--- config.mk ---
export PLATFORM = sky130hd
export DESIGN_NAME = sbrl_loader
export DESIGN_NICKNAME = d
export VERILOG_FILES = /design/src/logic/sbrl_pkg.sv /design/src/logic/sbrl_skid_buf.sv /design/src/logic/sbrl_loader.sv
export SDC_FILE = /design/constraint.sdc
export NUM_CORES = 1
export LEC_CHECK = 0
export BUFFER_PORTS_ARGS = -buffer_cell sky130_fd_sc_hd__buf_2
export CORE_UTILIZATION = 60
export DETAILED_ROUTE_END_ITERATION = 10
export GPL_TIMING_DRIVEN = 0
export PLACE_DENSITY = 0.84
export SLEW_MARGIN = 40
export SYNTH_ARGS = -nofsm -noshare
export SYNTH_HDL_FRONTEND = slang
export SYNTH_SLANG_ARGS = --single-unit
--- constraint.sdc ---
create_clock -name core_clk -period 3.34 [get_ports core_clk]
set_clock_uncertainty 0.2 [all_clocks]
set_input_delay 0.334 -clock core_clk [delete_from_list [all_inputs] [get_ports core_clk]]
set_output_delay 0.334 -clock core_clk [all_outputs]
set_load 0.005 [all_outputs]
--- src/logic/sbrl_pkg.sv ---
// Constants and carrier types for the serial bootstrap RAM loader.
// Assumes one 10 MHz core clock; serial timing derives from it.
`default_nettype none

package sbrl_pkg;
    // Clock periods: core clock and the processor E clock
    localparam int CORE_PERIOD_NS   = 100;
    localparam int E_PERIOD_NS      = 500;
    // Serial rates in baud
    localparam int FAST_BAUD        = 7812;
    localparam int SLOW_BAUD        = 1200;
    localparam int FAST_BIT_CYC     = 1000000000 / (FAST_BAUD * CORE_PERIOD_NS);
    localparam int SLOW_BIT_CYC     = 1000000000 / (SLOW_BAUD * CORE_PERIOD_NS);
    // Idle timeout at the fast rate, in E cycles, then in core cycles
    localparam int TIMEOUT_E_CYC    = 10241;
    localparam int TIMEOUT_FAST_CYC = TIMEOUT_E_CYC * E_PERIOD_NS / CORE_PERIOD_NS;
    localparam int TIMEOUT_SLOW_CYC = TIMEOUT_FAST_CYC * SLOW_BIT_CYC / FAST_BIT_CYC;
    localparam int FRAME_BITS       = 10;
    localparam int RAM_BYTES        = 512;
    localparam int ADDR_W           = 16;
    localparam int CNT_W            = 20;
    localparam int BIT_W            = 14;
    localparam int LEN_W            = 10;
    localparam logic [ADDR_W-1:0] EEPROM_START = 16'hb600;
    localparam logic [ADDR_W-1:0] RAM_START    = 16'h0000;
    localparam logic [7:0] BYTE_BREAK = 8'h00;
    localparam logic [7:0] BYTE_ONES  = 8'hff;
    localparam logic [7:0] BYTE_SLOWA = 8'he0;
    localparam logic [7:0] BYTE_SLOWB = 8'hc0;
    // Index values for the programming routine (arbitrary defaults)
    localparam logic [ADDR_W-1:0] IDX_X_INIT = 16'h0000;
    localparam logic [ADDR_W-1:0] IDX_Y_INIT = 16'h0000;

    typedef enum logic [4:0] {
        ST_BREAK = 5'b00001,
        ST_FIRST = 5'b00010,
        ST_LOAD  = 5'b00100,
        ST_DRAIN = 5'b01000,
        ST_DONE  = 5'b10000
    } sbrl_state_t;

    typedef struct packed {
        logic [ADDR_W-1:0] addr;
        logic [7:0]        data;
    } sbrl_ram_write_t;

    typedef struct packed {
        logic              valid;
        logic [ADDR_W-1:0] addr;
    } sbrl_jump_t;
endpackage : sbrl_pkg

`default_nettype wire

--- src/logic/sbrl_skid_buf.sv ---
// Two-entry buffer with valid and ready on both sides.
// Assumes the same clock and reset as its user.
`default_nettype none

module sbrl_skid_buf #(
    parameter int WIDTH = 8
) (
    input  wire logic             core_clk,
    input  wire logic             resetn,
    input  wire logic             inValid,
    output logic                  inReady,
    input  wire logic [WIDTH-1:0] inData,
    output logic                  outValid,
    input  wire logic             outReady,
    output logic      [WIDTH-1:0] outData
);
    logic [WIDTH-1:0] mem [2];
    logic             wrPtr_reg;
    logic             rdPtr_reg;
    logic [1:0]       count_reg;
    logic             push;
    logic             pop;

    assign inReady  = (count_reg != 2'h2);
    assign outValid = (count_reg != 2'h0);
    assign outData  = mem[rdPtr_reg];
    assign push     = inValid && inReady;
    assign pop      = outValid && outReady;

    always_ff @(posedge core_clk) begin
        if (push) begin
            mem[wrPtr_reg] <= inData;
        end
    end

    always_ff @(posedge core_clk or negedge resetn) begin
        if (!resetn) begin
            wrPtr_reg <= 1'b0;
            rdPtr_reg <= 1'b0;
            count_reg <= 2'h0;
        end else begin
            if (push) begin
                wrPtr_reg <= ~wrPtr_reg;
            end
            if (pop) begin
                rdPtr_reg <= ~rdPtr_reg;
            end
            case ({push, pop})
                2'b10:   count_reg <= count_reg + 2'h1;
                2'b01:   count_reg <= count_reg - 2'h1;
                default: count_reg <= count_reg;
            endcase
        end
    end
endmodule : sbrl_skid_buf

`default_nettype wire

--- src/logic/sbrl_loader.sv ---
// Serial bootstrap loader: receives a program and writes it to RAM.
// Assumes a RAM write port with ready and a receive pin from outside.
//
// Summary of operation
// - After reset the loader sends a break on its transmit line before taking the first byte.
// - A first byte of zero makes the loader jump at once to the start of EEPROM.
// - The host opens with an all-ones byte, which keeps the fast default rate.
// - A first byte seen as 0xE0 or 0xC0 switches the serial rate to the slow rate.
// - On the slow rate the idle timeout constant is scaled to the longer character time.
// - The RAM pointer is set to address zero before the download loop starts.
// - Downloads run from 0 to 512 bytes and the host ends one by four idle character times.
// - The idle timeout at the fast rate is 10,241 E cycles, just over four character times.
// - The idle timeout does not run before a first byte of all ones, 0xE0 or 0xC0 has arrived.
// - A lone all-ones byte ends in a jump to RAM with no RAM location written.
// - Each downloaded byte is written to RAM at the pointer and echoed to the host.
// - The pointer steps after each store and the loop ends on timeout or a full RAM.
// - At the end the index values are loaded and the loader jumps to the start of RAM.
// - With 256 bytes of RAM the download is exactly 256 bytes and no timeout applies.
`default_nettype none

module sbrl_loader
    import sbrl_pkg::*;
#(
    parameter int RAM_SIZE     = sbrl_pkg::RAM_BYTES,
    parameter int FAST_BIT     = sbrl_pkg::FAST_BIT_CYC,
    parameter int SLOW_BIT     = sbrl_pkg::SLOW_BIT_CYC,
    parameter int TIMEOUT_FAST = sbrl_pkg::TIMEOUT_FAST_CYC,
    parameter int TIMEOUT_SLOW = sbrl_pkg::TIMEOUT_SLOW_CYC
) (
    input  wire logic                     core_clk,
    input  wire logic                     resetn,
    input  wire logic                     rxdPin,
    input  wire logic                     ramReady,
    output logic                          txdOut,
    output logic                          ramWe,
    output sbrl_pkg::sbrl_ram_write_t     ramWrite,
    output sbrl_pkg::sbrl_jump_t          jump,
    output logic [sbrl_pkg::ADDR_W-1:0]   indexX,
    output logic [sbrl_pkg::ADDR_W-1:0]   indexY,
    output logic                          slowRate,
    output logic                          overrun
);
    import sbrl_pkg::*;

    localparam logic            FIXED_LEN = (RAM_SIZE == 256);
    localparam logic [LEN_W:0]  LEN_FULL  = (LEN_W+1)'(RAM_SIZE);
    localparam logic [BIT_W-1:0] FAST_B   = BIT_W'(FAST_BIT - 1);
    localparam logic [BIT_W-1:0] SLOW_B   = BIT_W'(SLOW_BIT - 1);
    localparam logic [CNT_W-1:0] TO_FAST  = CNT_W'(TIMEOUT_FAST);
    localparam logic [CNT_W-1:0] TO_SLOW  = CNT_W'(TIMEOUT_SLOW);

    sbrl_state_t       state_reg;
    logic              rxS1_reg;
    logic              rxS2_reg;
    logic              rxS3_reg;
    logic              rxLevel_reg;
    logic              rxBusy_reg;
    logic              rxArmed_reg;
    logic [3:0]        rxIdx_reg;
    logic [BIT_W-1:0]  rxTimer_reg;
    logic [7:0]        rxShift_reg;
    logic              rxDone_reg;
    logic              txBusy_reg;
    logic [3:0]        txIdx_reg;
    logic [BIT_W-1:0]  txTimer_reg;
    logic [9:0]        txShift_reg;
    logic              breakSent_reg;
    logic [CNT_W-1:0]  toCnt_reg;
    logic [LEN_W:0]    rxCount_reg;
    logic [ADDR_W-1:0] ptr_reg;
    logic [BIT_W-1:0]  bitCyc;
    logic              firstChar;
    logic              firstSlow;
    logic              firstGo;
    logic              loadByte;
    logic              bufInReady;
    logic              bufOutValid;
    logic [7:0]        bufOutData;
    logic              pop;
    logic              txLoadBreak;
    logic              drained;
    logic              timedOut;
    logic              full;

    assign bitCyc      = slowRate ? SLOW_B : FAST_B;
    assign firstChar   = rxDone_reg && (state_reg == ST_BREAK || state_reg == ST_FIRST);
    assign firstSlow   = (rxShift_reg == BYTE_SLOWA) || (rxShift_reg == BYTE_SLOWB);
    assign firstGo     = firstChar && ((rxShift_reg == BYTE_ONES) || firstSlow);
    assign full        = (rxCount_reg == LEN_FULL);
    assign loadByte    = rxDone_reg && (state_reg == ST_LOAD) && !full;
    assign txLoadBreak = (state_reg == ST_BREAK) && !txBusy_reg && !breakSent_reg;
    assign pop         = bufOutValid && ramReady && (!txBusy_reg
                         || (txIdx_reg == 4'(FRAME_BITS - 1) && txTimer_reg == '0));
    assign drained     = !bufOutValid && !txBusy_reg;
    assign timedOut    = !FIXED_LEN && (toCnt_reg == '0);

    // Pin passes three flops; level changes when the last two agree
    always_ff @(posedge core_clk or negedge resetn) begin
        if (!resetn) begin
            rxS1_reg    <= 1'b1;
            rxS2_reg    <= 1'b1;
            rxS3_reg    <= 1'b1;
            rxLevel_reg <= 1'b1;
        end else begin
            rxS1_reg <= rxdPin;
            rxS2_reg <= rxS1_reg;
            rxS3_reg <= rxS2_reg;
            if (rxS2_reg == rxS3_reg) begin
                rxLevel_reg <= rxS3_reg;
            end
        end
    end

    // Receiver samples mid-bit; a break arrives as a zero byte.
    // Re-arms only after the line returns high, so a long break counts once.
    always_ff @(posedge core_clk or negedge resetn) begin
        if (!resetn) begin
            rxBusy_reg  <= 1'b0;
            rxArmed_reg <= 1'b0;
            rxIdx_reg   <= 4'h0;
            rxTimer_reg <= '0;
            rxShift_reg <= 8'h00;
            rxDone_reg  <= 1'b0;
        end else begin
            rxDone_reg <= 1'b0;
            if (!rxBusy_reg) begin
                if (rxLevel_reg) begin
                    rxArmed_reg <= 1'b1;
                end else if (rxArmed_reg) begin
                    rxBusy_reg  <= 1'b1;
                    rxArmed_reg <= 1'b0;
                    rxIdx_reg   <= 4'h0;
                    rxTimer_reg <= bitCyc >> 1;
                end
            end else if (rxTimer_reg != '0) begin
                rxTimer_reg <= rxTimer_reg - 1'b1;
            end else begin
                rxTimer_reg <= bitCyc;
                rxIdx_reg   <= rxIdx_reg + 4'h1;
                if (rxIdx_reg == 4'h0 && rxLevel_reg) begin
                    rxBusy_reg  <= 1'b0;
                end else if (rxIdx_reg >= 4'h1 && rxIdx_reg <= 4'h8) begin
                    rxShift_reg <= {rxLevel_reg, rxShift_reg[7:1]};
                end else if (rxIdx_reg == 4'h9) begin
                    rxBusy_reg <= 1'b0;
                    rxDone_reg <= 1'b1;
                end
            end
        end
    end

    // Received bytes wait here while the echo is still going out
    sbrl_skid_buf #(
        .WIDTH (8)
    ) u_buf (
        .core_clk (core_clk),
        .resetn   (resetn),
        .inValid  (loadByte),
        .inReady  (bufInReady),
        .inData   (rxShift_reg),
        .outValid (bufOutValid),
        .outReady (pop),
        .outData  (bufOutData)
    );

    // Transmitter shifts LSB first; break is ten low bits
    always_ff @(posedge core_clk or negedge resetn) begin
        if (!resetn) begin
            txBusy_reg    <= 1'b0;
            txIdx_reg     <= 4'h0;
            txTimer_reg   <= '0;
            txShift_reg   <= 10'h3ff;
            txdOut        <= 1'b1;
            breakSent_reg <= 1'b0;
        end else if (txLoadBreak) begin
            txBusy_reg    <= 1'b1;
            breakSent_reg <= 1'b1;
            txShift_reg   <= 10'h000;
            txdOut        <= 1'b0;
            txIdx_reg     <= 4'h0;
            txTimer_reg   <= bitCyc;
        end else if (pop) begin
            txBusy_reg  <= 1'b1;
            txShift_reg <= {1'b1, bufOutData, 1'b0};
            txdOut      <= 1'b0;
            txIdx_reg   <= 4'h0;
            txTimer_reg <= bitCyc;
        end else if (txBusy_reg) begin
            if (txTimer_reg != '0) begin
                txTimer_reg <= txTimer_reg - 1'b1;
            end else if (txIdx_reg == 4'(FRAME_BITS - 1)) begin
                txBusy_reg <= 1'b0;
                txdOut     <= 1'b1;
            end else begin
                txTimer_reg <= bitCyc;
                txIdx_reg   <= txIdx_reg + 4'h1;
                txShift_reg <= {1'b1, txShift_reg[9:1]};
                txdOut      <= txShift_reg[1];
            end
        end
    end

    // Sequencer
    always_ff @(posedge core_clk or negedge resetn) begin
        if (!resetn) begin
            state_reg <= ST_BREAK;
        end else begin
            case (state_reg)
                ST_BREAK, ST_FIRST: begin
                    if (firstChar && rxShift_reg == BYTE_BREAK) begin
                        state_reg <= ST_DONE;
                    end else if (firstGo) begin
                        state_reg <= ST_LOAD;
                    end else if (state_reg == ST_BREAK && breakSent_reg && !txBusy_reg) begin
                        state_reg <= ST_FIRST;
                    end
                end
                ST_LOAD: begin
                    if (full || (timedOut && !rxDone_reg)) begin
                        state_reg <= ST_DRAIN;
                    end
                end
                ST_DRAIN: begin
                    if (drained) begin
                        state_reg <= ST_DONE;
                    end
                end
                ST_DONE:  state_reg <= ST_DONE;
                default:  state_reg <= ST_BREAK;
            endcase
        end
    end

    always_ff @(posedge core_clk or negedge resetn) begin
        if (!resetn) begin
            slowRate <= 1'b0;
        end else if (firstChar && firstSlow) begin
            slowRate <= 1'b1;
        end
    end

    always_ff @(posedge core_clk or negedge resetn) begin
        if (!resetn) begin
            toCnt_reg <= TO_FAST;
        end else if (firstGo) begin
            toCnt_reg <= firstSlow ? TO_SLOW : TO_FAST;
        end else if (state_reg == ST_LOAD) begin
            if (rxDone_reg) begin
                toCnt_reg <= slowRate ? TO_SLOW : TO_FAST;
            end else if (toCnt_reg != '0) begin
                toCnt_reg <= toCnt_reg - 1'b1;
            end
        end
    end

    // RAM pointer, write port and byte count
    always_ff @(posedge core_clk or negedge resetn) begin
        if (!resetn) begin
            ptr_reg     <= RAM_START;
            rxCount_reg <= '0;
            ramWe       <= 1'b0;
            ramWrite    <= '0;
            overrun     <= 1'b0;
        end else begin
            ramWe <= 1'b0;
            if (firstGo) begin
                ptr_reg     <= RAM_START;
                rxCount_reg <= '0;
            end
            if (loadByte) begin
                rxCount_reg <= rxCount_reg + 1'b1;
                if (!bufInReady) begin
                    overrun <= 1'b1;
                end
            end
            if (pop) begin
                ramWe         <= 1'b1;
                ramWrite.addr <= ptr_reg;
                ramWrite.data <= bufOutData;
                ptr_reg       <= ptr_reg + 1'b1;
            end
        end
    end

    // Final jump and index setup
    always_ff @(posedge core_clk or negedge resetn) begin
        if (!resetn) begin
            jump   <= '0;
            indexX <= '0;
            indexY <= '0;
        end else if (firstChar && rxShift_reg == BYTE_BREAK && !jump.valid) begin
            jump.valid <= 1'b1;
            jump.addr  <= EEPROM_START;
        end else if (state_reg == ST_DRAIN && drained) begin
            jump.valid <= 1'b1;
            jump.addr  <= RAM_START;
            indexX     <= IDX_X_INIT;
            indexY     <= IDX_Y_INIT;
        end
    end
endmodule : sbrl_loader

`default_nettype wire

# Yosys cells after proc, flatten, opt, wreduce, memory -nomap -nowiden

Memories as Yosys holds them, arrays and structs flattened.
Index checks and enable logic that the tools add are counted.

Multiplexer cells: 69
Bitwise gates (word level): 5
$add $sub $neg: 9
Reductions and logical operators: 58
Equal/unequal tests: 23
Magnitude comparators: 2

Operators by type and width:

| kind                                               | number |
|---|---|
| 2-to-1 mux 14 bit                                  | 10 |
| 2-to-1 mux 20 bit                                  | 4 |
| 2-to-1 mux 10 bit                                  | 5 |
| 2-to-1 mux 19 bit                                  | 2 |
| 2-to-1 mux 4 bit                                   | 9 |
| 2-to-1 mux 17 bit                                  | 2 |
| 2-to-1 mux 16 bit                                  | 2 |
| nonzero test 14 bit                                | 2 |
| subtractor 14 x 1 -> 14 bit, second input constant | 2 |
| 2-to-1 mux 1 bit                                   | 26 |
| 2-to-1 mux 5 bit                                   | 5 |
| == test 8 bit, second input constant               | 3 |
| 2-to-1 mux 11 bit                                  | 2 |
| logical AND 1 bit                                  | 21 |
| logical NOT 20 bit                                 | 1 |
| case mux 5 bit (4 select lines)                    | 1 |
| nonzero test 20 bit                                | 1 |
| subtractor 20 x 1 -> 20 bit, second input constant | 1 |
| adder 16 x 1 -> 16 bit, second input constant      | 1 |
| logical NOT 14 bit                                 | 1 |
| nonzero test 2 bit                                 | 7 |
| adder 11 x 1 -> 11 bit, second input constant      | 1 |
| == test 11 x 10 -> 1 bit, second input constant    | 1 |
| AND reduction 2 bit                                | 5 |
| 29 further kinds                                   | 51 |

Bits of input ports: 4
RAM bits: 16
Bits in registers: 164
Word-level logic and storage cells: 197
Output and inout bits: 77
Memories: 1

Memory list:

| name      | words | bits a word | rd ports | clocked after Yosys merged registers in | write ports | RTL line            | source |
|---|---|---|---|---|---|---|---|
| u_buf.mem | 2     | 8           | 1        | 0                                       | 1           | sbrl_skid_buf.sv:17 | `logic [WIDTH-1:0] mem [2];` |

# Longest topological paths before layout

Gate-level depths: netlist (run 1).

Word-level depth: 7
Gate-level depth with buffers: 12
Mapped depth without buffers: 10

# Modules after synthesis

Synthesis (run 1) repeated with hierarchy kept, for this count alone.

Cells, all modules: 887
Area total of the unflattened synthesis: 8579.5 um^2

Modules (own cells, without submodules):

| module        | cells an instance | sequential area each (um^2) | area an instance (um^2) | times used |
|---|---|---|---|---|
| sbrl_loader   | 845               | 3628.5                      | 7808.7                  | 1 |
| sbrl_skid_buf | 42                | 580.6                       | 770.7                   | 1 |

# Worst setup path after synthesis (run 1)

OpenSTA, ideal clock, no wires.

Path type: register to register
From: register txTimer_reg[0]
To: register u_buf.count_reg[1]
Clock period less this slack: 2.616 ns
Path slack: 0.724 ns
Setup time: 0.079 ns
Cell stages (with the launch flop): 12
Buffers on the path: 2
Required time: 3.061 ns
Data arrival time: 2.337 ns
Cell sequence: dfrtp_1 -> inv_1 -> ha_1 -> nor4b_1 -> and4_1 -> buf_2 -> a21oi_2 -> clkbuf_1 -> inv_1 -> ha_1 -> nor2_1 -> xor2_1

Cells in the longest elaborated chain, start to end: 7
Elaborated cells between the ends (all ways): 9
Classes of those cells: eq/ne: 2; mux: 1; reduce/logical: 6

Ends and longest elaborated chain:

| item                                                                         | RTL line            | source |
|---|---|---|
| start, declared                                                              | sbrl_loader.sv:65   | `logic [BIT_W-1:0] txTimer_reg;` |
| start signal, assigned                                                       | sbrl_loader.sv:181  | `txTimer_reg <= bitCyc;` |
| start signal, assigned                                                       | sbrl_loader.sv:187  | `txTimer_reg <= bitCyc;` |
| start signal, assigned                                                       | sbrl_loader.sv:190  | `txTimer_reg <= txTimer_reg - 1'b1;` |
| logical NOT 14 bit (*)                                                       | sbrl_loader.sv:93   | `\|\| (txIdx_reg == 4'(FRAME_BITS - 1) && txTimer_reg == '0));` |
| logical AND 1 bit (*)                                                        | sbrl_loader.sv:93   |  |
| logical OR 1 bit (*)                                                         | sbrl_loader.sv:93   |  |
| logical AND 1 bit (*)                                                        | sbrl_loader.sv:92   | `assign pop = bufOutValid && ramReady && (!txBusy_reg` |
| logical AND 1 bit (*)                                                        | sbrl_skid_buf.sv:28 | `assign pop = outValid && outReady;` |
| net u_buf.pop                                                                | sbrl_skid_buf.sv:22 | `logic pop;` |
| == test 2 x 1 -> 1 bit / == test 2 bit (equally long branches)               | sbrl_skid_buf.sv:48 | `case ({push, pop})` |
| case mux 2 bit (2 select lines) / nonzero test 2 bit (equally long branches) | n/a                 |  |
| end signal, assigned                                                         | sbrl_skid_buf.sv:49 | `2'b10: count_reg <= count_reg + 2'h1;` |
| end signal, assigned                                                         | sbrl_skid_buf.sv:50 | `2'b01: count_reg <= count_reg - 2'h1;` |
| end signal, assigned                                                         | sbrl_skid_buf.sv:51 | `default: count_reg <= count_reg;` |
| end, declared                                                                | sbrl_skid_buf.sv:20 | `logic [1:0] count_reg;` |

The timed path passes the listed nets; every way through them passes the cells marked *.
A chain may end at the register's enable or synchronous reset.

# Worst setup path after layout (run 1)

Same ends and word-level chain as after synthesis.

==> summary.md, run 1 <==
| Metric | Value |
|---|---|
| Post-synthesis sequential area ratio | `0.4740` |
| Post-Place Cells | `1183` |
| Reg2Reg Depth | `12` |
| P_sw | `1121 µW` |
| R2r setup slk | `190 ps` |
| Syn Inst Count | `918` |
| Synthesized area per cell | `9.673 µm²` |
| CTS Buffer Depth | `2` |
| Power share of the clock group | `0.447` |
| Max Freq | `0.3173 GHz` |
| Worst hold slack | `124.2 ps` |
| Number of synthesized flops with an enable pin | `16` |
| Grt ovf | `0` |
| Largest net degree at the start of global routing | `75` |
| Switching part of the total | `0.2459` |
| Drt drc | `0` |
| Non-filler cells, final | `1217` |
| Routed WL per cell | `16.26 µm` |
| Synth Register Bits | `164` |
| Post-route ant nets | `0` |
| Final WL | `19.79 mm` |
| Setup Viol. Count Final | `0` |
| CP Launch Type | `flop` |
| Max reg flops | `24` |
| Die H | `123.7 µm` |
| Post-synthesis cell type count | `82` |
| Vias per cell | `5.993` |
| Starting DRT DRC Count | `652` |
| Setup crit start | `txTimer_reg[0]` |
| Hold Vio Cnt, Final | `0` |
| IO Pins | `81` |
| Vias in the first global route | `6798` |
| Die W | `123.7 µm` |
| Leakage | `0.004687 µW` |
| Final #Nets | `1039` |
| Outcome | `complete, no violations` |
| Worst Path Max Fanout | `10` |
| Starting density of the core | `0.6133` |
| Initial antenna violation count | `0` |
| YS warnings | `0` |
| Share of cells above drive strength 1 | `0.1888` |
| Via Count | `7293` |
| GP Congestion | `0.8683` |
| Worst Path Arrival | `3260 ps` |
| RSZ-0062 raised after global routing | `no` |
| Post-synth ARST share | `0.9024` |
| Critical R2R Launch | `txTimer_reg[0]` |
| Clock transition at path regs | `60 ps` |
| Antenna cells | `0` |
| TritonCTS clock tree | `built` |
| P&R area growth vs syn | `14.48%` |
| Max Slew Vio Count | `0` |
| Core Util, Final | `0.7021` |
| Setup_tns | `0 ps` |
| Comb power frac | `0.077` |
| Dpl ws | `201.7 ps` |
| Worst slew margin | `0.4500` |
| Max cap viols | `0` |
| Post-CTS Setup Bufs | `0` |
| Reg power frac | `0.476` |
| First-pass GRT wire length | `32.60 mm` |
| Worst setup margin | `188.1 ps` |
| HPWL Detailed | `13.32 mm` |
| Peak supply drop | `389.9 µV` |
| Setup Crit Path Kind | `reg2reg` |
| Area contributors post-synth | `dfrtp_1 36%, dfstp_2 5.9%, edfxtp_1 5.4%, buf_4 4.2%, nand2_1 4.1%` |
| Layout fillers | `1072` |
| Primary FF master, synth | `dfrtp_1` |
| Worst-Skew Late Latency | `430 ps` |
| Rows | `44` |
| Tmin final | `3152 ps` |
| Synth area leader | `dfrtp_1` |
| H-tree Lvls | `4` |
| TritonCTS buffer count | `17` |
| Port bufs | `37` |
| Root Buffer | `clkbuf_16` |
| Hold Path Class | `in2async` |
| Core footprint | `0.01448 mm²` |
| RR Endpoint | `u_buf.count_reg[1]` |
| PwrDens | `448.3 mW/mm²` |
| Die Area | `0.01529 mm²` |
| Worst Tran Pin Value | `817.5 ps` |
| # clock sinks | `164` |
| Global Route Usage Sum | `0.2731` |
| Worst path required time | `3450 ps` |
| Post-synth top area share | `0.3607` |
| Internal | `3436 µW` |
| Synthesized area | `0.008880 mm²` |
| Pre-antenna DRT Iters | `5` |
| Period utilization | `0.9437` |
| Crit end category | `flop` |
[worst max-delay path, cell delays in order (launching register included)]
cell      delay (ps)
dfrtp_1          450
inv_1             90
ha_1             200
nor4b_1          160
and4_1           200
buf_2            170
a21oi_2          380
clkbuf_1         490
inv_1            100
ha_1             230
xnor2_1          160
nor2_1            60
xor2_1           130
[power by group through the flow]
stage / logic (µW) / clock network, µW / registers (µW)
after global placement: 321 / 0 / 2200
final: 352 / 2040 / 2170
after global routing: 408 / 2130 / 2180
after detailed placement: 348 / 0 / 2200
after floorplan: 256 / 0 / 2180
after CTS: 356 / 2060 / 2170
[cell usage after synthesis (4+ instances only)]
library cell and instances:
mux2i_1 28, nor2b_1 4, and3_1 6, or3b_2 4
clkbuf_1 26, xor2_1 7, o211ai_1 5, inv_1 36
a31oi_1 12, a2bb2oi_1 6, ha_1 15, nor3_1 35
dfrtp_1 128, o21a_1 12, or4_1 5, or2_2 6
buf_2 11, nor2_1 49, xnor2_1 9, o31ai_1 5
mux2_2 15, o21ai_1 4, o22ai_1 10, a21oi_1 52
and2_1 4, nand2_1 98, edfxtp_1 16, nand2b_1 8
a22o_1 14, or3_1 12, nand3_1 45, nand4_1 11
buf_4 50, a22oi_1 7, a21o_1 9, a21boi_0 4
a211oi_1 5, dfstp_2 20, nor4b_1 4, nor4_1 16
o21ai_0 47
[cells in the final DEF, fill, tap and decap left out, drive strengths merged, types with 36 or more instances in the layout]
| master | n |
|---|---|
| a21oi | 53 |
| buf | 102 |
| clkbuf | 47 |
| conb | 43 |
| dfrtp | 128 |
| inv | 43 |
| nand2 | 98 |
| nand3 | 46 |
| nor2 | 49 |
| nor3 | 36 |
| o21ai | 53 |
[per-layer routing]
metal | vias to the layer above | part of all wire | global-route usage
met2 | 277 | 0.50 | 0.4545
met4 | 0 | 0.017 | 0.1084
met5 | - | 0 | 0
met3 | 30 | 0.057 | 0.04396
met1 | 3542 | 0.43 | 0.3563
li1 | 3444 | - | -
[worst max path at each step]
stage | slack [ps] | end | depth (start not counted)
2_1_floorplan | 720 | u_buf.count_reg[1] | 11
3_3_place_gp | -380 | toCnt_reg[5] | 1
3_5_place_dp | 200 | u_buf.count_reg[1] | 11
4_1_cts | 180 | u_buf.count_reg[1] | 12
5_1_grt | 20 | u_buf.count_reg[1] | 12
6_report | 190 | u_buf.count_reg[1] | 12
[logic make-up after synthesis]
kind of cell,synth area share
DFF,0.4740
AOI/OAI and AO/OA,0.1736
and+or+nand+nor,0.1860
buffers and inverters,0.07735
muxes,0.05058
other,0.0004223
adders and majority gates,0.02226
xor gates and xnor gates,0.01578
[per-stage QoR]
step / total power [µW] / instance area [µm²]
after floorplan: 2437 / 9037
after global placement: 2517 / 9453
after detailed placement: 2547 / 9518
after CTS: 4577 / 10150
after global routing: 4715 / 10170
final: 4557 / 10170
[timing repair]
action                                  4_1_cts  5_1_grt
resized for setup                             0        0
hold endpoints to repair                     70        0
endpoints found under the setup margin        0        0
hold buffers                                  2        0
[cell type report]
type                            instances  area, µm²  share of cell area
Buffer                                 90      548.0             0.05391
Clock buffer                           20      478.0             0.04702
Clock inverter                         12      138.9             0.01366
Inverter                               37      138.9             0.01366
Multi-Input combinational cell        669       4153              0.4085
Sequential cell                       164       4209              0.4140
Tap cell                              184      230.2             0.02265
Timing Repair Buffer                   41      270.3             0.02658
No activity file was read; power rests on OpenSTA's default activity.
==> run 2: changes to the inputs <==
CELL_PAD_IN_SITES_DETAIL_PLACEMENT = 0   (was unset)
CELL_PAD_IN_SITES_GLOBAL_PLACEMENT = 1   (was unset)
CORE_UTILIZATION = 47   (was 60)
PLACE_DENSITY = 0.85   (was 0.84)
==> summary.md, run 2 (synthesis gave the netlist of run 1 again) <==
| Metric | Value |
|---|---|
| Outcome | `complete, no violations (unchanged)` |
| Leakage | `0.004667 µW (was 0.004687 µW)` |
| Worst Path Arrival | `3090 ps (was 3260 ps)` |
| Global Route Usage Sum | `0.2077 (was 0.2731)` |
| CP Launch Type | `flop (unchanged)` |
| TritonCTS buffer count | `17 (unchanged)` |
| Worst slew margin | `0.4560 (was 0.4500)` |
| H-tree Lvls | `4 (unchanged)` |
| Peak supply drop | `305.1 µV (was 389.9 µV)` |
| Die Area | `0.01945 mm² (was 0.01529 mm²)` |
| Worst Tran Pin Value | `808.5 ps (was 817.5 ps)` |
| Worst Path Max Fanout | `10 (unchanged)` |
| Starting density of the core | `0.4877 (was 0.6133)` |
| Metal3 WL | `713 µm (was 1.122 mm)` |
| HPWL Detailed | `13.67 mm (was 13.32 mm)` |
| Die H | `139.5 µm (was 123.7 µm)` |
| CTS Buffer Depth | `2 (unchanged)` |
| Max cap viols | `0 (unchanged)` |
| Post-CTS Setup Bufs | `0 (unchanged)` |
| Max Freq | `0.3347 GHz (was 0.3173 GHz)` |
| Rows | `49 (was 44)` |
| Post-route ant nets | `0 (unchanged)` |
| Starting DRT DRC Count | `509 (was 652)` |
| Grt ovf | `0 (unchanged)` |
| Setup Crit Path Kind | `reg2reg (unchanged)` |
| Setup Viol. Count Final | `0 (unchanged)` |
| Via Count | `6989 (was 7293)` |
| Final WL | `19.59 mm (was 19.79 mm)` |
| Antenna cells | `0 (unchanged)` |
| PwrDens | `431.1 mW/mm² (was 448.3 mW/mm²)` |
| Met1 Routed Length | `9.413 mm (was 8.436 mm)` |
| Pre-antenna DRT Iters | `5 (unchanged)` |
| # clock sinks | `164 (unchanged)` |
| Final #Nets | `1039 (unchanged)` |
| Root Buffer | `clkbuf_16 (unchanged)` |
| Tmin final | `2987 ps (was 3152 ps)` |
| Placed cell area | `0.009579 mm² (was 0.009518 mm²)` |
| Layout fillers | `1640 (was 1072)` |
| Hold Path Class | `reg2reg (was in2async)` |
| Vias per cell | `5.538 (was 5.993)` |
| Non-filler cells, final | `1262 (was 1217)` |
| P&R area growth vs syn | `14.58% (was 14.48%)` |
| TritonCTS clock tree | `built (unchanged)` |
| GP Congestion | `0.8224 (was 0.8683)` |
| Drt drc | `0 (unchanged)` |
| Hold Vio Cnt, Final | `0 (unchanged)` |
| Worst hold slack | `157.9 ps (was 124.2 ps)` |
| Top sig layer | `met4 (unchanged)` |
| Max Slew Vio Count | `0 (unchanged)` |
| Crit end category | `flop (unchanged)` |
| Core footprint | `0.01821 mm² (was 0.01448 mm²)` |
| Port bufs | `37 (unchanged)` |
| Setup crit end | `u_buf.count_reg[1] (unchanged)` |
| RR Endpoint | `u_buf.count_reg[1] (unchanged)` |
| Critical R2R Launch | `txTimer_reg[0] (unchanged)` |
| Most frequent cells in the layout | `128 x dfrtp_1, 98 x nand2_1, 52 x a21oi_1 (unchanged)` |
| Max reg flops | `24 (unchanged)` |
| Reg2Reg Depth | `12 (unchanged)` |
| Commonest non-fill, non-tap cell in the layout | `dfrtp_1 (unchanged)` |
| IO Pins | `81 (unchanged)` |
| First-pass GRT wire length | `32.65 mm (was 32.60 mm)` |
| RSZ-0062 raised after global routing | `no (unchanged)` |
| Vias in the first global route | `6490 (was 6798)` |
| Worst-Skew Late Latency | `420 ps (was 430 ps)` |
| Largest net degree at the start of global routing | `59 (was 75)` |
| Period utilization | `0.8945 (was 0.9437)` |
| Routed WL per cell | `15.52 µm (was 16.26 µm)` |
| Met2 WL | `9.263 mm (was 9.887 mm)` |
| Setup crit start | `txTimer_reg[0] (unchanged)` |
| Post-Place Cells | `1228 (was 1183)` |
| Die W | `139.5 µm (was 123.7 µm)` |
| Share of cells above drive strength 1 | `0.1897 (was 0.1888)` |
| Worst path required time | `3440 ps (was 3450 ps)` |
| Clock transition at path regs | `60 ps (about the same)` |
| R2r setup slk | `350 ps (was 190 ps)` |
| Initial antenna violation count | `0 (unchanged)` |
| Finished Cell Area | `0.01017 mm² (about the same)` |
==> run 2: cell count changes in the layout (fill, tap and decap cells not counted), sizes merged <==
cell	before	now
inv	43	38
clkinv	3	9
bufinv	2	1
==> run 2: where the power goes <==
| part | switching, µW | internal (µW) |
|---|---|---|
| clock | 806 | 1070 |
| combinational | 196 | 152 |
| sequential | 80.7 | 2090 |
| total | 1080 | 3300 |
==> run 2: repair_timing <==
item                                    CTS  global route
endpoints found under the setup margin    0             1
gates resized for setup                   0             2
hold endpoints to repair                133             0
hold buffers                              2             0
==> run 2: worst max-delay path, cell delays in order, from the launching register on <==
cell and delay (ps):
dfrtp_1 450, inv_1 90, ha_1 200, nor4b_1 150, and4_1 200, buf_2 170, a21oi_2 400, clkbuf_2 350
inv_1 80, ha_1 210, xnor2_1 160, nor2_1 60, xor2_1 130
==> run 2: per-layer routing <==
metal	track usage	vias up
met3	0.03682	16
met5	0	-
met4	0.05556	0
met1	0.2885	3368
li1	-	3445
met2	0.3346	160
==> run 2: through the flow <==
| step | setup slack, ps | utilization | setup TNS, ps | power [µW] |
|---|---|---|---|---|
| floorplan | 723.8 | - | 0 | 2437 |
| global placement | -500.2 | 0.5222 | -62860 | 2522 |
| CTS | 155.5 | 0.5581 | 0 | 4416 |
| finish | 352.5 | 0.5588 | 0 | 4387 |
| global route | 124.0 | 0.5588 | 0 | 4562 |
| detailed placement | 182.4 | 0.5261 | 0 | 2546 |
==> run 2: worst min path at each step <==
stage                    end  cells after the start     start  slack, ps
6_report            rxS2_reg                      0  rxS1_reg        160
5_1_grt             rxS2_reg                      0  rxS1_reg        170
4_1_cts             rxS2_reg                      0  rxS1_reg        160
3_5_place_dp    txIdx_reg[3]                      1    resetn         30
3_3_place_gp        rxS2_reg                      0  rxS1_reg        150
2_1_floorplan  breakSent_reg                      0    resetn       -160
==> run 2: layout make-up <==
type | instances | area (µm²) | area share
sequential | 164 | 4209 | 0.4137
multi-input combinational | 669 | 4158 | 0.4086
buffer | 90 | 549.3 | 0.05398
clock buffer | 20 | 456.7 | 0.04488
tap | 229 | 286.5 | 0.02816
timing repair buffer | 41 | 270.3 | 0.02656
inverter | 37 | 138.9 | 0.01365
clock inverter | 12 | 106.4 | 0.01045
==> run 3: changes to the inputs <==
BUFFER_PORTS_ARGS = -buffer_cell sky130_fd_sc_hd__buf_4   (was -buffer_cell sky130_fd_sc_hd__buf_2)
==> summary.md, run 3 (synthesis gave the netlist of run 1 again) <==
| Metric | Value |
|---|---|
| Worst slew margin | `0.4509 (was 0.4560)` |
| Pre-antenna DRT Iters | `4 (was 5)` |
| Die H | `139.5 µm (unchanged)` |
| Worst Path Arrival | `3280 ps (was 3090 ps)` |
| Clock transition at path regs | `80 ps (was 60 ps)` |
| IO Pins | `81 (unchanged)` |
| HPWL Detailed | `13.62 mm (was 13.67 mm)` |
| Rows | `49 (unchanged)` |
| Die Area | `0.01945 mm² (unchanged)` |
| # clock sinks | `164 (unchanged)` |
| Final WL | `19.50 mm (was 19.59 mm)` |
| RSZ-0062 raised after global routing | `no (unchanged)` |
| Global Route Usage Sum | `0.2093 (was 0.2077)` |
| Critical R2R Launch | `txTimer_reg[0] (unchanged)` |
| Commonest non-fill, non-tap cell in the layout | `dfrtp_1 (unchanged)` |
| Post-CTS Setup Bufs | `0 (unchanged)` |
| Max Slew Vio Count | `0 (unchanged)` |
| Peak supply drop | `336.4 µV (was 305.1 µV)` |
| Die W | `139.5 µm (unchanged)` |
| Root Buffer | `clkbuf_16 (unchanged)` |
| GP Congestion | `0.8418 (was 0.8224)` |
| RR Endpoint | `u_buf.count_reg[1] (unchanged)` |
| Crit end category | `flop (unchanged)` |
| First-pass GRT wire length | `32.75 mm (was 32.65 mm)` |
| Max Freq | `0.3200 GHz (was 0.3347 GHz)` |
| PwrDens | `432.1 mW/mm² (was 431.1 mW/mm²)` |
| Vias in the first global route | `6566 (was 6490)` |
| CP peak stage delay | `490 ps (was 450 ps)` |
| Layout fillers | `1602 (was 1640)` |
| Outcome | `complete, no violations (unchanged)` |
| Crit path buf inv count | `4 (unchanged)` |
| Leakage | `0.004664 µW (was 0.004667 µW)` |
| Via Count | `6938 (was 6989)` |
| CP Launch Type | `flop (unchanged)` |
| TritonCTS buffer count | `17 (unchanged)` |
| TritonCTS clock tree | `built (unchanged)` |
| CTS Buffer Depth | `2 (unchanged)` |
| Setup Viol. Count Final | `0 (unchanged)` |
| Starting density of the core | `0.4877 (unchanged)` |
| Vias per cell | `5.498 (was 5.538)` |
| Worst path required time | `3500 ps (was 3440 ps)` |
| Core footprint | `0.01821 mm² (unchanged)` |
| Port bufs | `37 (unchanged)` |
| Final #Nets | `1039 (unchanged)` |
| Drt drc | `0 (unchanged)` |
| Setup_tns | `0 ps (unchanged)` |
| Finished Cell Area | `0.01027 mm² (was 0.01017 mm²)` |
| P&R area growth vs syn | `15.67% (was 14.58%)` |
| CP max stage cell | `clkbuf_1 (was dfrtp_1)` |
| Largest net degree at the start of global routing | `65 (was 59)` |
| Setup Crit Path Kind | `reg2reg (unchanged)` |
| Initial antenna violation count | `0 (unchanged)` |
| Most frequent cells in the layout | `128 x dfrtp_1, 98 x nand2_1, 86 x buf_4 (was 128 x dfrtp_1, 98 x nand2_1, 52 x a21oi_1)` |
| Placed cell area | `0.009676 mm² (was 0.009579 mm²)` |
| Starting DRT DRC Count | `541 (was 509)` |
| H-tree Lvls | `4 (unchanged)` |
| Cell family with most CP delay | `buffers and inverters (unchanged)` |
| Hold Vio Cnt, Final | `0 (unchanged)` |
| Max reg flops | `24 (unchanged)` |
| R2r setup slk | `210 ps (was 350 ps)` |
| Period utilization | `0.9356 (was 0.8945)` |
| Routed WL per cell | `15.45 µm (was 15.52 µm)` |
| Share of cells above drive strength 1 | `0.1897 (unchanged)` |
| Post-route ant nets | `0 (unchanged)` |
| Grt ovf | `0 (unchanged)` |
| Reg2Reg Depth | `11 (was 12)` |
| Antenna cells | `0 (unchanged)` |
| Hold Path Class | `in2async (was reg2reg)` |
| Worst Path Max Fanout | `10 (unchanged)` |
| Worst Tran Pin Value | `816.2 ps (was 808.5 ps)` |
| Tmin final | `3125 ps (was 2987 ps)` |
| Worst-Skew Late Latency | `440 ps (was 420 ps)` |
| Cell Chain, Critical Path | `inv_1, ha_1, nor4b_1, and4_1, buf_2, a21oi_2, clkbuf_1, inv_1, ha_1, nor2_1, xor2_1 (was inv_1, ha_1, nor4b_1, and4_1, buf_2, a21oi_2, clkbuf_2, inv_1, ha_1, xnor2_1, nor2_1, xor2_1)` |
| Max cap viols | `0 (unchanged)` |
==> run 3: worst max path at each step <==
stage | startpoint | to | slack (ps) | cells past startpoint
2_1_floorplan | txTimer_reg[0] | u_buf.count_reg[1] | 720 | 11
3_3_place_gp | txTimer_reg[0] | u_buf.count_reg[1] | 190 | 12
3_5_place_dp | txTimer_reg[0] | u_buf.count_reg[1] | 170 | 11
4_1_cts | txTimer_reg[0] | u_buf.count_reg[1] | 150 | 11
5_1_grt | txTimer_reg[0] | u_buf.count_reg[1] | 6 | 11
6_report | txTimer_reg[0] | u_buf.count_reg[1] | 210 | 11
==> run 3: cell type report <==
class | instances | area [µm²] | area share
Multi-Input combinational cell | 669 | 4158 | 0.4048
Timing Repair Buffer | 41 | 360.3 | 0.03508
Inverter | 37 | 138.9 | 0.01352
Clock inverter | 15 | 145.1 | 0.01413
Clock buffer | 17 | 425.4 | 0.04142
Buffer | 90 | 548.0 | 0.05336
Sequential cell | 164 | 4209 | 0.4098
Tap cell | 229 | 286.5 | 0.02790
==> run 3: repair_timing <==
item | in CTS | in global routing
gates resized for setup | 0 | 0
hold endpoints to repair | 129 | 0
hold buffers | 2 | 0
endpoints found under the setup margin | 0 | 0
==> run 3: power by group <==
part / switching [µW] / leakage (µW) / internal, µW
clock network: 879 / 0.000282 / 1050
registers: 79.7 / 0.00206 / 2090
logic: 194 / 0.00232 / 153
total: 1150 / 0.00466 / 3290
==> run 3: stage by stage <==
stage	setup slack, ps	hold slack, ps	util	power [µW]	std cells
floorplan	723.8	-161.6	-	2437	960
global placement	186.5	145.6	0.5273	2522	1226
detailed placement	166.2	14.84	0.5314	2544	1228
CTS	149.1	141.8	0.5638	4467	1262
global route	5.624	165.8	0.5641	4616	1262
finish	215.0	132.7	0.5641	4438	1262
==> run 3: routing by layer <==
layer / part of all wire / GRT usage / wire length (µm)
met1: 0.48 / 0.2869 / 9355
met3: 0.039 / 0.04336 / 751
met5: 0 / 0 / 0
met2: 0.47 / 0.3338 / 9174
met4: 0.011 / 0.06257 / 218
==> run 3: worst register-to-register path, delay by kind of cell, from the launching register on <==
| kind | cells | cell delay (ps) |
|---|---|---|
| AOI/OAI and AO/OA | 1 | 390 |
| DFF | 1 | 440 |
| adders and majority gates | 2 | 540 |
| xor gates and xnor gates | 1 | 150 |
| and+or+nand+nor | 3 | 500 |
| buffers and inverters | 4 | 830 |
